**src/common/pmt_pkg.sv**
```systemverilog
package pmt_pkg;
    // ------------------------------------------------------------
    // Clock and link rates
    // ------------------------------------------------------------
    localparam int CLK_HZ = 25_000_000;
    localparam int TXCLK_100_HZ = 25_000_000;
    localparam int TXCLK_10_HZ = 2_500_000;
    localparam int TXCLK_100_DIV = CLK_HZ / (2 * TXCLK_100_HZ);
    localparam int TXCLK_10_DIV = CLK_HZ / (2 * TXCLK_10_HZ);
    // Half periods in clk cycles, never below one cycle
    localparam int TXCLK_100_HALF = (TXCLK_100_DIV < 1) ? 1 : TXCLK_100_DIV;
    localparam int TXCLK_10_HALF = (TXCLK_10_DIV < 1) ? 1 : TXCLK_10_DIV;
    localparam int HALF_W = 8;

    // ------------------------------------------------------------
    // Link widths and input conditioning
    // ------------------------------------------------------------
    localparam int TXD_W = 4;
    localparam int CODE_W = 5;
    localparam int PIN_LAG = 4;
    localparam int REF_LAG = 2;
    localparam logic [2:0] STRAP_WAIT = 3'h4;

    // ------------------------------------------------------------
    // Code groups and reset values
    // ------------------------------------------------------------
    localparam logic [CODE_W-1:0] CODE_TX_ERROR = 5'h04;
    localparam logic [TXD_W-1:0] TXD_IDLE = 4'h0;
    localparam logic [CODE_W-1:0] CODE_RESET = 5'h00;

    // Standard 4B/5B data code groups
    function automatic logic [CODE_W-1:0] pmt_encode_4b5b(input logic [TXD_W-1:0] nib);
        logic [CODE_W-1:0] c;
        c = 5'h1E;
        case (nib)
            4'h0: c = 5'h1E;
            4'h1: c = 5'h09;
            4'h2: c = 5'h14;
            4'h3: c = 5'h15;
            4'h4: c = 5'h0A;
            4'h5: c = 5'h0B;
            4'h6: c = 5'h0E;
            4'h7: c = 5'h0F;
            4'h8: c = 5'h12;
            4'h9: c = 5'h13;
            4'hA: c = 5'h16;
            4'hB: c = 5'h17;
            4'hC: c = 5'h1A;
            4'hD: c = 5'h1B;
            4'hE: c = 5'h1C;
            default: c = 5'h1D;
        endcase
        return c;
    endfunction
endpackage

```
**src/common/pmt_link_if.sv**
```systemverilog
`timescale 1ns/1ps
interface pmt_link_if;
    import pmt_pkg::*;
    logic txclk_drv;
    logic txclk_oe;
    logic txclk;
    logic ref_clk;
    logic [TXD_W-1:0] txd;
    logic symbol_tx_msb;
    logic txen;
    logic txer;
    logic irq_o;
    logic irq_oe;
    logic irq_out_n;

    // Undriven clock pin reads low; open-drain line idles high on its pull-up
    assign txclk = txclk_oe ? txclk_drv : 1'b0;
    assign irq_out_n = (irq_oe && !irq_o) ? 1'b0 : 1'b1;

    modport phy (
        output txclk_drv,
        output txclk_oe,
        output irq_o,
        output irq_oe,
        input ref_clk,
        input txd,
        input symbol_tx_msb,
        input txen,
        input txer
    );

    modport mac (
        input txclk,
        input ref_clk,
        input irq_out_n,
        output txd,
        output symbol_tx_msb,
        output txen,
        output txer
    );
endinterface

```
**src/rtl/pmt_phy_tx.sv**
```systemverilog
`timescale 1ns/1ps
// How it works
// - Enable marks valid nibbles, dibits in rmii
// - Mac grounds upper data lines in rmii
// - Error at 100M over mii substitutes error code group
// - Error with enable ignored at 10M
// - With eee over mii, error without enable means lpi
// - Symbol mode over mii: extra line is code msb
// - Mii drives tx clock 12.5/2.5 MHz from 25 MHz clk, latches inputs
// - Interrupt is active low open drain
// - Software writes zero to reserved bits
// - Software ignores reserved bits and addresses
// - Works from strap defaults without registers
// - Runs 10 or 100 Mbps by negotiation; here the speed_100 input sets the rate, with no negotiation
// - Strap low mii, high rmii
module pmt_phy_tx
    import pmt_pkg::*;
#(
    parameter int HALF_100 = TXCLK_100_HALF,
    parameter int HALF_10 = TXCLK_10_HALF
)
(
    input wire logic clk,
    input wire logic resetn,
    pmt_link_if.phy link,
    input wire logic interface_select_strap,
    input wire logic speed_100,
    input wire logic eee_enable,
    input wire logic symbol_mode,
    input wire logic irq_request,
    output logic rmii_mode,
    output logic [TXD_W-1:0] tx_nibble,
    output logic [CODE_W-1:0] tx_code,
    output logic tx_valid,
    output logic tx_err_sub,
    output logic tx_active,
    output logic tx_lpi
);
    // ------------------------------------------------------------
    // Pin conditioning
    // ------------------------------------------------------------
    // Bit map: 0 ref clk, 1 enable, 2 error, 3 msb, 4 strap, 8:5 data
    localparam int NP = 9;
    logic [NP-1:0] s1_r, s2_r, s3_r, q_r;
    logic ref_prev_r;
    logic [REF_LAG-1:0] ref_rise_dly_r;
    wire [NP-1:0] pins = {link.txd, interface_select_strap, link.symbol_tx_msb,
        link.txer, link.txen, link.ref_clk};
    wire [NP-1:0] agree = ~(s2_r ^ s3_r);
    wire ref_rise = q_r[0] && !ref_prev_r;
    always_ff @(posedge clk)
    begin
        s1_r <= pins;
        s2_r <= s1_r;
        s3_r <= s2_r;
        q_r <= (s3_r & agree) | (q_r & ~agree);
        ref_prev_r <= q_r[0];
        ref_rise_dly_r <= {ref_rise_dly_r[REF_LAG-2:0], ref_rise};
    end
    wire en_q = q_r[1];
    wire er_q = q_r[2];
    wire msb_q = q_r[3];
    wire [TXD_W-1:0] txd_q = q_r[8:5];

    // ------------------------------------------------------------
    // Strap capture
    // ------------------------------------------------------------
    logic [2:0] strap_cnt_r;
    logic strap_done_r;
    always_ff @(posedge clk)
    begin
        if (!resetn)
        begin
            strap_cnt_r <= 3'h0;
            strap_done_r <= 1'b0;
            rmii_mode <= 1'b0;
        end
        else if (!strap_done_r)
        begin
            // Wait until the conditioned strap has passed the pipeline
            strap_cnt_r <= strap_cnt_r + 3'h1;
            if (strap_cnt_r == STRAP_WAIT)
            begin
                strap_done_r <= 1'b1;
                rmii_mode <= q_r[4];
            end
        end
    end

    // ------------------------------------------------------------
    // Transmit clock divider
    // ------------------------------------------------------------
    // Limitation: at 25 MHz system clock the 100M clock tops out at half rate
    // Limitation: half period must exceed the mac's five-cycle launch lag
    logic [HALF_W-1:0] div_cnt_r;
    logic txclk_r;
    logic [PIN_LAG-1:0] rise_dly_r;
    wire [HALF_W-1:0] half_m1 = speed_100 ? HALF_W'(HALF_100 - 1) : HALF_W'(HALF_10 - 1);
    wire div_wrap = (div_cnt_r >= half_m1);
    wire mii_run = strap_done_r && !rmii_mode;
    always_ff @(posedge clk)
    begin
        if (!resetn || !mii_run)
        begin
            div_cnt_r <= '0;
            txclk_r <= 1'b0;
            rise_dly_r <= '0;
        end
        else
        begin
            div_cnt_r <= div_wrap ? '0 : div_cnt_r + 1'b1;
            if (div_wrap)
            begin
                txclk_r <= !txclk_r;
            end
            // Sample late by the pin lag so data is seen as it stood at the edge
            rise_dly_r <= {rise_dly_r[PIN_LAG-2:0], div_wrap && !txclk_r};
        end
    end
    assign link.txclk_drv = txclk_r;
    assign link.txclk_oe = mii_run;

    // ------------------------------------------------------------
    // Sampling
    // ------------------------------------------------------------
    wire mii_sample = mii_run && rise_dly_r[PIN_LAG-1];
    // Rising edge of reference clock, taken late
    // Mac dibit lands just after the rise, so wait for it to settle
    wire rmii_sample = strap_done_r && rmii_mode && ref_rise_dly_r[REF_LAG-1];

    logic dibit_hi_r;
    logic [1:0] dibit_lo_r;
    // Upper lines only count in mii
    wire [TXD_W-1:0] nib_mii = txd_q;
    wire [TXD_W-1:0] nib_rmii = {txd_q[1:0], dibit_lo_r};
    wire rmii_word = rmii_sample && en_q && dibit_hi_r;
    // Error dropped at 10M and in rmii
    wire err_use = er_q && speed_100 && !rmii_mode;
    wire sub_err = mii_sample && en_q && err_use;
    // Raw five bit group in symbol mode
    wire [CODE_W-1:0] sym_code = {msb_q, txd_q};
    wire [CODE_W-1:0] mii_code = sub_err ? CODE_TX_ERROR :
        (symbol_mode ? sym_code : pmt_encode_4b5b(nib_mii));
    // Lpi when enable low and error high under eee
    wire lpi_now = eee_enable && !en_q && er_q;

    always_ff @(posedge clk)
    begin
        if (!resetn)
        begin
            dibit_hi_r <= 1'b0;
            dibit_lo_r <= 2'b00;
            tx_nibble <= TXD_IDLE;
            tx_code <= CODE_RESET;
            tx_valid <= 1'b0;
            tx_err_sub <= 1'b0;
            tx_active <= 1'b0;
            tx_lpi <= 1'b0;
        end
        else
        begin
            tx_valid <= 1'b0;
            tx_err_sub <= 1'b0;
            if (mii_sample)
            begin
                tx_active <= en_q;
                tx_lpi <= lpi_now;
                if (en_q)
                begin
                    tx_nibble <= nib_mii;
                    tx_code <= mii_code;
                    tx_valid <= 1'b1;
                    tx_err_sub <= sub_err;
                end
            end
            else if (rmii_sample)
            begin
                tx_active <= en_q;
                tx_lpi <= 1'b0;
                // Low dibit first; an odd dibit at frame end is dropped
                dibit_hi_r <= en_q && !dibit_hi_r;
                dibit_lo_r <= txd_q[1:0];
                if (rmii_word)
                begin
                    tx_nibble <= nib_rmii;
                    tx_code <= pmt_encode_4b5b(nib_rmii);
                    tx_valid <= 1'b1;
                end
            end
        end
    end

    // ------------------------------------------------------------
    // Interrupt pin
    // ------------------------------------------------------------
    // Pull low only, pull-up gives idle high
    logic irq_r;
    always_ff @(posedge clk)
    begin
        if (!resetn)
        begin
            irq_r <= 1'b0;
        end
        else
        begin
            irq_r <= irq_request;
        end
    end
    assign link.irq_o = 1'b0;
    assign link.irq_oe = irq_r;
endmodule

```
**src/flat_wrapper.sv**
```systemverilog
// flat-port wrapper written by rule: the top's interface ports become plain ports
module pmt_phy_tx_flat import pmt_pkg::*;
#(
    parameter int HALF_100 = TXCLK_100_HALF,
    parameter int HALF_10 = TXCLK_10_HALF
)
  (clk, resetn, interface_select_strap, speed_100, eee_enable, symbol_mode, irq_request, rmii_mode, tx_nibble, tx_code, tx_valid, tx_err_sub, tx_active, tx_lpi, link_txclk_drv, link_txclk_oe, link_irq_o, link_irq_oe, link_ref_clk, link_txd, link_symbol_tx_msb, link_txen, link_txer);
  pmt_link_if link_i ();
  input wire logic clk;
  input wire logic resetn;
  input wire logic interface_select_strap;
  input wire logic speed_100;
  input wire logic eee_enable;
  input wire logic symbol_mode;
  input wire logic irq_request;
  output logic rmii_mode;
  output logic [TXD_W-1:0] tx_nibble;
  output logic [CODE_W-1:0] tx_code;
  output logic tx_valid;
  output logic tx_err_sub;
  output logic tx_active;
  output logic tx_lpi;
  output wire logic [$bits(link_i.txclk_drv)-1:0] link_txclk_drv;
  output wire logic [$bits(link_i.txclk_oe)-1:0] link_txclk_oe;
  output wire logic [$bits(link_i.irq_o)-1:0] link_irq_o;
  output wire logic [$bits(link_i.irq_oe)-1:0] link_irq_oe;
  input wire logic [$bits(link_i.ref_clk)-1:0] link_ref_clk;
  input wire logic [$bits(link_i.txd)-1:0] link_txd;
  input wire logic [$bits(link_i.symbol_tx_msb)-1:0] link_symbol_tx_msb;
  input wire logic [$bits(link_i.txen)-1:0] link_txen;
  input wire logic [$bits(link_i.txer)-1:0] link_txer;
  assign link_txclk_drv = link_i.txclk_drv;
  assign link_txclk_oe = link_i.txclk_oe;
  assign link_irq_o = link_i.irq_o;
  assign link_irq_oe = link_i.irq_oe;
  assign link_i.ref_clk = link_ref_clk;
  assign link_i.txd = link_txd;
  assign link_i.symbol_tx_msb = link_symbol_tx_msb;
  assign link_i.txen = link_txen;
  assign link_i.txer = link_txer;
  pmt_phy_tx #(.HALF_100(HALF_100), .HALF_10(HALF_10)) u_core (.clk(clk), .resetn(resetn), .link(link_i), .interface_select_strap(interface_select_strap), .speed_100(speed_100), .eee_enable(eee_enable), .symbol_mode(symbol_mode), .irq_request(irq_request), .rmii_mode(rmii_mode), .tx_nibble(tx_nibble), .tx_code(tx_code), .tx_valid(tx_valid), .tx_err_sub(tx_err_sub), .tx_active(tx_active), .tx_lpi(tx_lpi));
endmodule
```
**config.mk**
```make
export PLATFORM = sky130hd
export DESIGN_NAME = pmt_phy_tx_flat
export DESIGN_NICKNAME = d
export VERILOG_FILES = /design/src/common/pmt_pkg.sv /design/src/common/pmt_link_if.sv /design/src/rtl/pmt_phy_tx.sv /design/src/flat_wrapper.sv
export SDC_FILE = /design/constraint.sdc
export NUM_CORES = 1
export LEC_CHECK = 0
export BUFFER_PORTS_ARGS = -buffer_cell sky130_fd_sc_hd__clkbuf_2
export CAP_MARGIN = 20
export CORE_UTILIZATION = 36
export CTS_CLUSTER_SIZE = 30
export DETAILED_ROUTE_END_ITERATION = 10
export PLACE_DENSITY = 0.58
export SETUP_SLACK_MARGIN = 0.2
export SYNTH_ARGS = -nofsm -noshare
export SYNTH_HDL_FRONTEND = slang
export SYNTH_SLANG_ARGS = --single-unit
```
**constraint.sdc**
```tcl
create_clock -name clk -period 3.45 [get_ports clk]
set_clock_uncertainty 0.2 [all_clocks]
set_input_delay 0.1725 -clock clk [delete_from_list [all_inputs] [get_ports clk]]
set_output_delay 0.1725 -clock clk [all_outputs]
set_load 0.02 [all_outputs]
```
After elaboration in Yosys (flattened, before gate mapping) --
Memories as Yosys holds them, arrays and structs flattened. A register that Yosys moved wholly into a read port is not among the register bits. Index checks and enable logic that the tools add are counted.
Word-level totals: ROM bits 160, RAM bits 0, logic and storage cells 87, memories 2, latch bits 0, bits in registers 74, bits of input ports 15, output and inout port bits 18
Memory list:
- (name not given) | depth 16, bits a word 5, rd ports 1, clocked after memory_dff 0, wr ports 0, RTL line pmt_pkg.sv:35 | case (nib)
- (name not given) | depth 16, bits a word 5, rd ports 1, clocked after memory_dff 1, wr ports 0, RTL line pmt_pkg.sv:35
Operators by class: magnitude comparators 1, shift operators 0, add/subtract/negate cells 2, div/mod/pow operators 0, eq/ne operators 2, bitwise gates (word level) 8, mux-type cells 21, multipliers 0, reduce and logical (&&, ||, !) cells 30
Operators by type and width (number):
- $mux W5 | 6
- $and A9 B9 Y9 | 2
- $not A9 Y9 | 2
- $mux W4 | 4
- $logic_and A1 B1 Y1 | 15
- $mux W1 | 10
- $or A9 B9 Y9 | 1
- $xor A9 B9 Y9 | 1
- $add A8 B1 Y8 const B | 1
- $ge A8 B8 Y1 | 1
- $logic_not A1 Y1 | 7
- $reduce_and A3 Y1 | 2
- $reduce_and A2 Y1 | 2
- $reduce_bool A2 Y1 | 2
- $add A3 B1 Y3 const B | 1
- $eq A3 B3 Y1 const B | 1
- $mux W3 | 1
- $ne A2 B1 Y1 const B | 1
- $not A1 Y1 | 2
- $reduce_or A2 Y1 | 1
- $logic_or A1 B1 Y1 | 1

Logic depth before layout (Yosys ltp) --
word-level depth 8, gate-level depth with buffers 6, gate-level depth less buffers 6

Least setup slack after synthesis --
OpenSTA, ideal clock, no wires.
path kind register -> register, start point register u_core.rmii_mode, end point register u_core.tx_nibble[3], data required time 3134 ps, arrival 1248 ps, stages on the path, launching flop included 6, period minus slack after synthesis 1564 ps, path slack 1886 ps, library setup time 116 ps, buffers on the path 1, cell sequence dfxtp_1 -> nand3_1 -> a21oi_4 -> buf_4 -> nand2_1 -> o211a_1
On the way: longest elaborated chain between the ends 6, elaborated cells between the ends (all ways) 12, classes of those cells eq/ne (1); mux (1); reduce/logical (10)
Ends and longest elaborated chain:
- from (decl) | RTL line pmt_phy_tx.sv:31 | output logic rmii_mode,
- from (signal assigned) | RTL line pmt_phy_tx.sv:85 | rmii_mode <= q_r[4];
- $logic_and A1 B1 Y1 (2 in a row) | RTL line pmt_phy_tx.sv:129 | wire rmii_sample = strap_done_r && rmii_mode && ref_rise_dly_r[REF_LAG-1];
- $logic_and A1 B1 Y1 (2 in a row) | RTL line pmt_phy_tx.sv:136 | wire rmii_word = rmii_sample && en_q && dibit_hi_r;
- $reduce_bool A2 Y1 (no source line)
- $reduce_and A3 Y1 (no source line)
- to (signal assigned) | RTL line pmt_phy_tx.sv:170 | tx_nibble <= nib_mii;
- to (signal assigned) | RTL line pmt_phy_tx.sv:185 | tx_nibble <= nib_rmii;
- to (decl) | RTL line pmt_phy_tx.sv:32 | output logic [TXD_W-1:0] tx_nibble,
Parallel ways exist; a longest one is shown, timed or not. A chain may end at the register's enable or synchronous reset.

Final worst setup path --
start point register u_core.strap_done_r, end point output port link_txclk_oe
On the way: longest elaborated chain between the ends 1
Ends and longest elaborated chain:
- from (decl) | RTL line pmt_phy_tx.sv:69 | logic strap_done_r;
- from (signal assigned) | RTL line pmt_phy_tx.sv:75 | strap_done_r <= 1'b0;
- from (signal assigned) | RTL line pmt_phy_tx.sv:84 | strap_done_r <= 1'b1;
- $logic_and A1 B1 Y1 | RTL line pmt_phy_tx.sv:100 | wire mii_run = strap_done_r && !rmii_mode;
- to (decl) | RTL line flat_wrapper.sv:24 | output wire logic [$bits(link_i.txclk_oe)-1:0] link_txclk_oe;
Every way passes these cells.

==> implementation parameters <==
Parameter                              Value

Synth
  Synth cell types    40
  Syn Std Cell Area    2540 um^2
  Yosys Warn Count    0
  Most instantiated flip-flop cell in the synthesis netlist    dfxtp_1
  Synth Area per Inst    11.7 um^2
  Number of synthesized register bits    78
  Sequential element share of the synthesized area    63.4%
  Synth async-reset ratio    0%
  Number of flops mapped to enable cells by yosys    5
  Number of instances in the synthesized netlist    217

Drt
  DRC violation total after the first TritonRoute iteration    93
  Met3 routed WL    167 um
  Via count    1536
  Final routed wirelength across all metal layers    3780 um
  Avg Vias per Cell    4.20
  Count of antenna-violating nets left after detailed routing    0
  Met1 layer wirelength in the final routing    1990 um
  Highest routing layer actually used    met4
  Initial DRT Pass Iterations    4
  DRC Markers    0
  Wire per inst    10.3 um
  WL met2    1540 um

Clock network
  CTS sink cnt    78
  Clk buf depth    2
  Register clock-pin slew on the reported worst setup and hold paths    0.07 ns
  Depth of the CTS H-tree    3
  Cell at the root of the clock tree    clkbuf_8
  Total clock buffers created by CTS    9
  CTS tree    done
  Clock insertion delay at the later pin of the skew report    0.34 ns

Timing
  Final clock period utilization by the worst path    51.2%
  Post-Route Setup TNS    0 ns
  Fin. Hold Viols    0
  Maximum operating frequency    566 MHz
  Final-report max-slew violation count    0
  Setup repair after global routing missed its margin    false
  Crit path time final    1.77 ns
  Count of final setup violators    0

Critical path
  Critical path capture point    link_txclk_oe
  Worst reg-to-reg setup slack    1.75 ns
  Reg2reg end    u_core.tx_code[0]
  Worst flop-to-flop path startpoint    u_core.strap_done_r
  Arrival time of the worst setup path    1.39 ns
  Critical path required time    3.08 ns
  Type of element launching the critical path    flop
  R2R cell count    4
  Setup crit end kind    primary output
  Startpoint-to-endpoint class of the critical path    reg2out
  CP max FO    9
  Worst setup path start    u_core.strap_done_r

Job
  Number of maximum-capacitance constraint violations    0

Finish
  Share of post-route cells with drive strength above 1    18.9%
  Post-layout utilization of the core    45.3%
  Antenna diodes    0
  Top library cells by usage in the layout, fill and taps aside    dfxtp_1, clkbuf_2, nand2_1
  Area growth, synth to finish    21.0%
  Most common cell after layout, fill and taps aside    dfxtp_1
  Nets    285
  Number of standard cells in the layout, taps in and fillers out    366

Place
  Count of buffers inserted at the top-level ports    31
  DP Cell Count    340
  Total half-perimeter wirelength after legalization and detailed placement    2450 um
  Placer congestion estimate    0.757

Global route
  Via count of the first global-routing pass    1299
  GRT overflow    0
  Pin count of the biggest net entering global routing    28
  Antenna violations before repair    0
  Gr usage total    11.1%
  First-pass GRT wire length    6110 um

Floorplan
  Die outline area    7400 um^2
  Effective utilization at floorplan    37.4%
  Horizontal die dimension    86.0 um
  Cell Rows    30
  Vertical die dimension    86.0 um
  Core region area    6790 um^2
  Number of top-level pins    33

Pwr
  Pwr Total    1730 uW
  Share of total power in combinational logic    5.3%
  Leakage power summed over all cells    0.00137 uW
  Clock Power Share    37.7%
  Power density relative to cell area    563 nW/um^2
  Switching part of the total    21.3%
  Cell Int Power    1360 uW
  NetSw    369 uW
  Largest voltage drop on the vdd net    0.211 mV
  Seq pwr share    57.0%

Run status
  Outcome    finished, final reports clean

Worst hold path
  Worst Hold Class    in2reg
==> synth_stat cells (all sizes together) (2+ instances only) <==
cell type | number | area [um^2]
nand3 | 7 | 40.0
o21ai | 7 | 35.0
nor2 | 10 | 37.5
a21oi | 6 | 41.3
nor2b | 9 | 56.3
maj3 | 4 | 41.3
mux2i | 8 | 80.1
inv | 7 | 26.3
mux2 | 3 | 33.8
and2 | 5 | 31.3
nand2b | 2 | 12.5
nand2 | 16 | 60.1
edfxtp | 5 | 150
xor2 | 2 | 17.5
a32oi | 2 | 17.5
xnor2 | 8 | 70.1
dfxtp | 73 | 1460
clkbuf | 2 | 7.51
nor3 | 4 | 20.0
ha | 5 | 62.6
and3 | 5 | 31.3
buf | 6 | 37.5
o21bai | 2 | 15.0
a31oi | 4 | 25.0
o211a | 4 | 40.0
==> metal layers <==
layer / vias to the layer above / track usage (%)
met2: 27 / 14.9
met5: - / 0
met3: 9 / 4.72
met1: 678 / 14.6
met4: 0 / 6.82
li1: 822 / -
==> stage by stage <==
step                hold WS [ns]  setup WS, ns  cell area [um^2]
floorplan               0.000217          1.89              2560
global placement          0.0751          1.84              2790
detailed placement        0.0764          1.78              2790
CTS                       0.0490          1.64              3080
global route              0.0930          1.56              3080
finish                    0.0710          1.68              3080
==> worst min path at each step <==
| stage | from | endpoint | slack [ns] | cells past startpoint |
|---|---|---|---|---|
| 3_5_place_dp | link_txd[3] | u_core.s1_r[8] | 0.08 | 1 |
| 2_1_floorplan | link_ref_clk | u_core.s1_r[0] | 0.0002 | 0 |
| 5_1_grt | speed_100 | u_core.tx_err_sub | 0.09 | 4 |
| 4_1_cts | eee_enable | u_core.tx_lpi | 0.05 | 5 |
| 6_report | eee_enable | u_core.tx_lpi | 0.07 | 5 |
| 3_3_place_gp | link_txd[3] | u_core.s1_r[8] | 0.08 | 1 |
==> final cells by class <==
type                       count  area [um^2]
fill                         655         3720
sequential                    78         1610
multi-input combinational    128          875
timing repair buffer          41          255
clock buffer                  14          153
tap                           96          120
clock inverter                 2         35.0
inverter                       7         26.3
==> worst max-delay path, cell delays in order (launching register included) <==
cell and delay, ns:
dfxtp_1 0.55, and2b_1 0.30, clkbuf_2 0.21
==> logic make-up (layout without fill, tap and decap cells) <==
group	count (synthesis)	in the layout	share of synthesized area [%]
xor+xnor	10	10	3.45
mux	11	11	4.48
simple gates	65	65	13.9
other cells	1	5	0.147
fa+ha+maj	9	9	4.08
compound gates	28	28	7.78
flops	78	78	63.4
buf+inv	15	64	2.81
==> timing repair <==
action,4_1_cts,5_1_grt
hold buffers,10,0
hold endpoints to repair,10,0
endpoints found under the setup margin,0,0
resized for setup,0,0
setup buffers,0,0
==> power by group through the flow <==
stage | clock network [uW] | logic, uW | registers (uW)
5_1_grt | 723 | 103 | 993
6_report | 653 | 92.1 | 987
3_5_place_dp | 0 | 83.7 | 1010
4_1_cts | 676 | 93.6 | 987
2_1_floorplan | 0 | 71.3 | 995
3_3_place_gp | 0 | 83.7 | 1010
(Power assumes the default switching activity.)
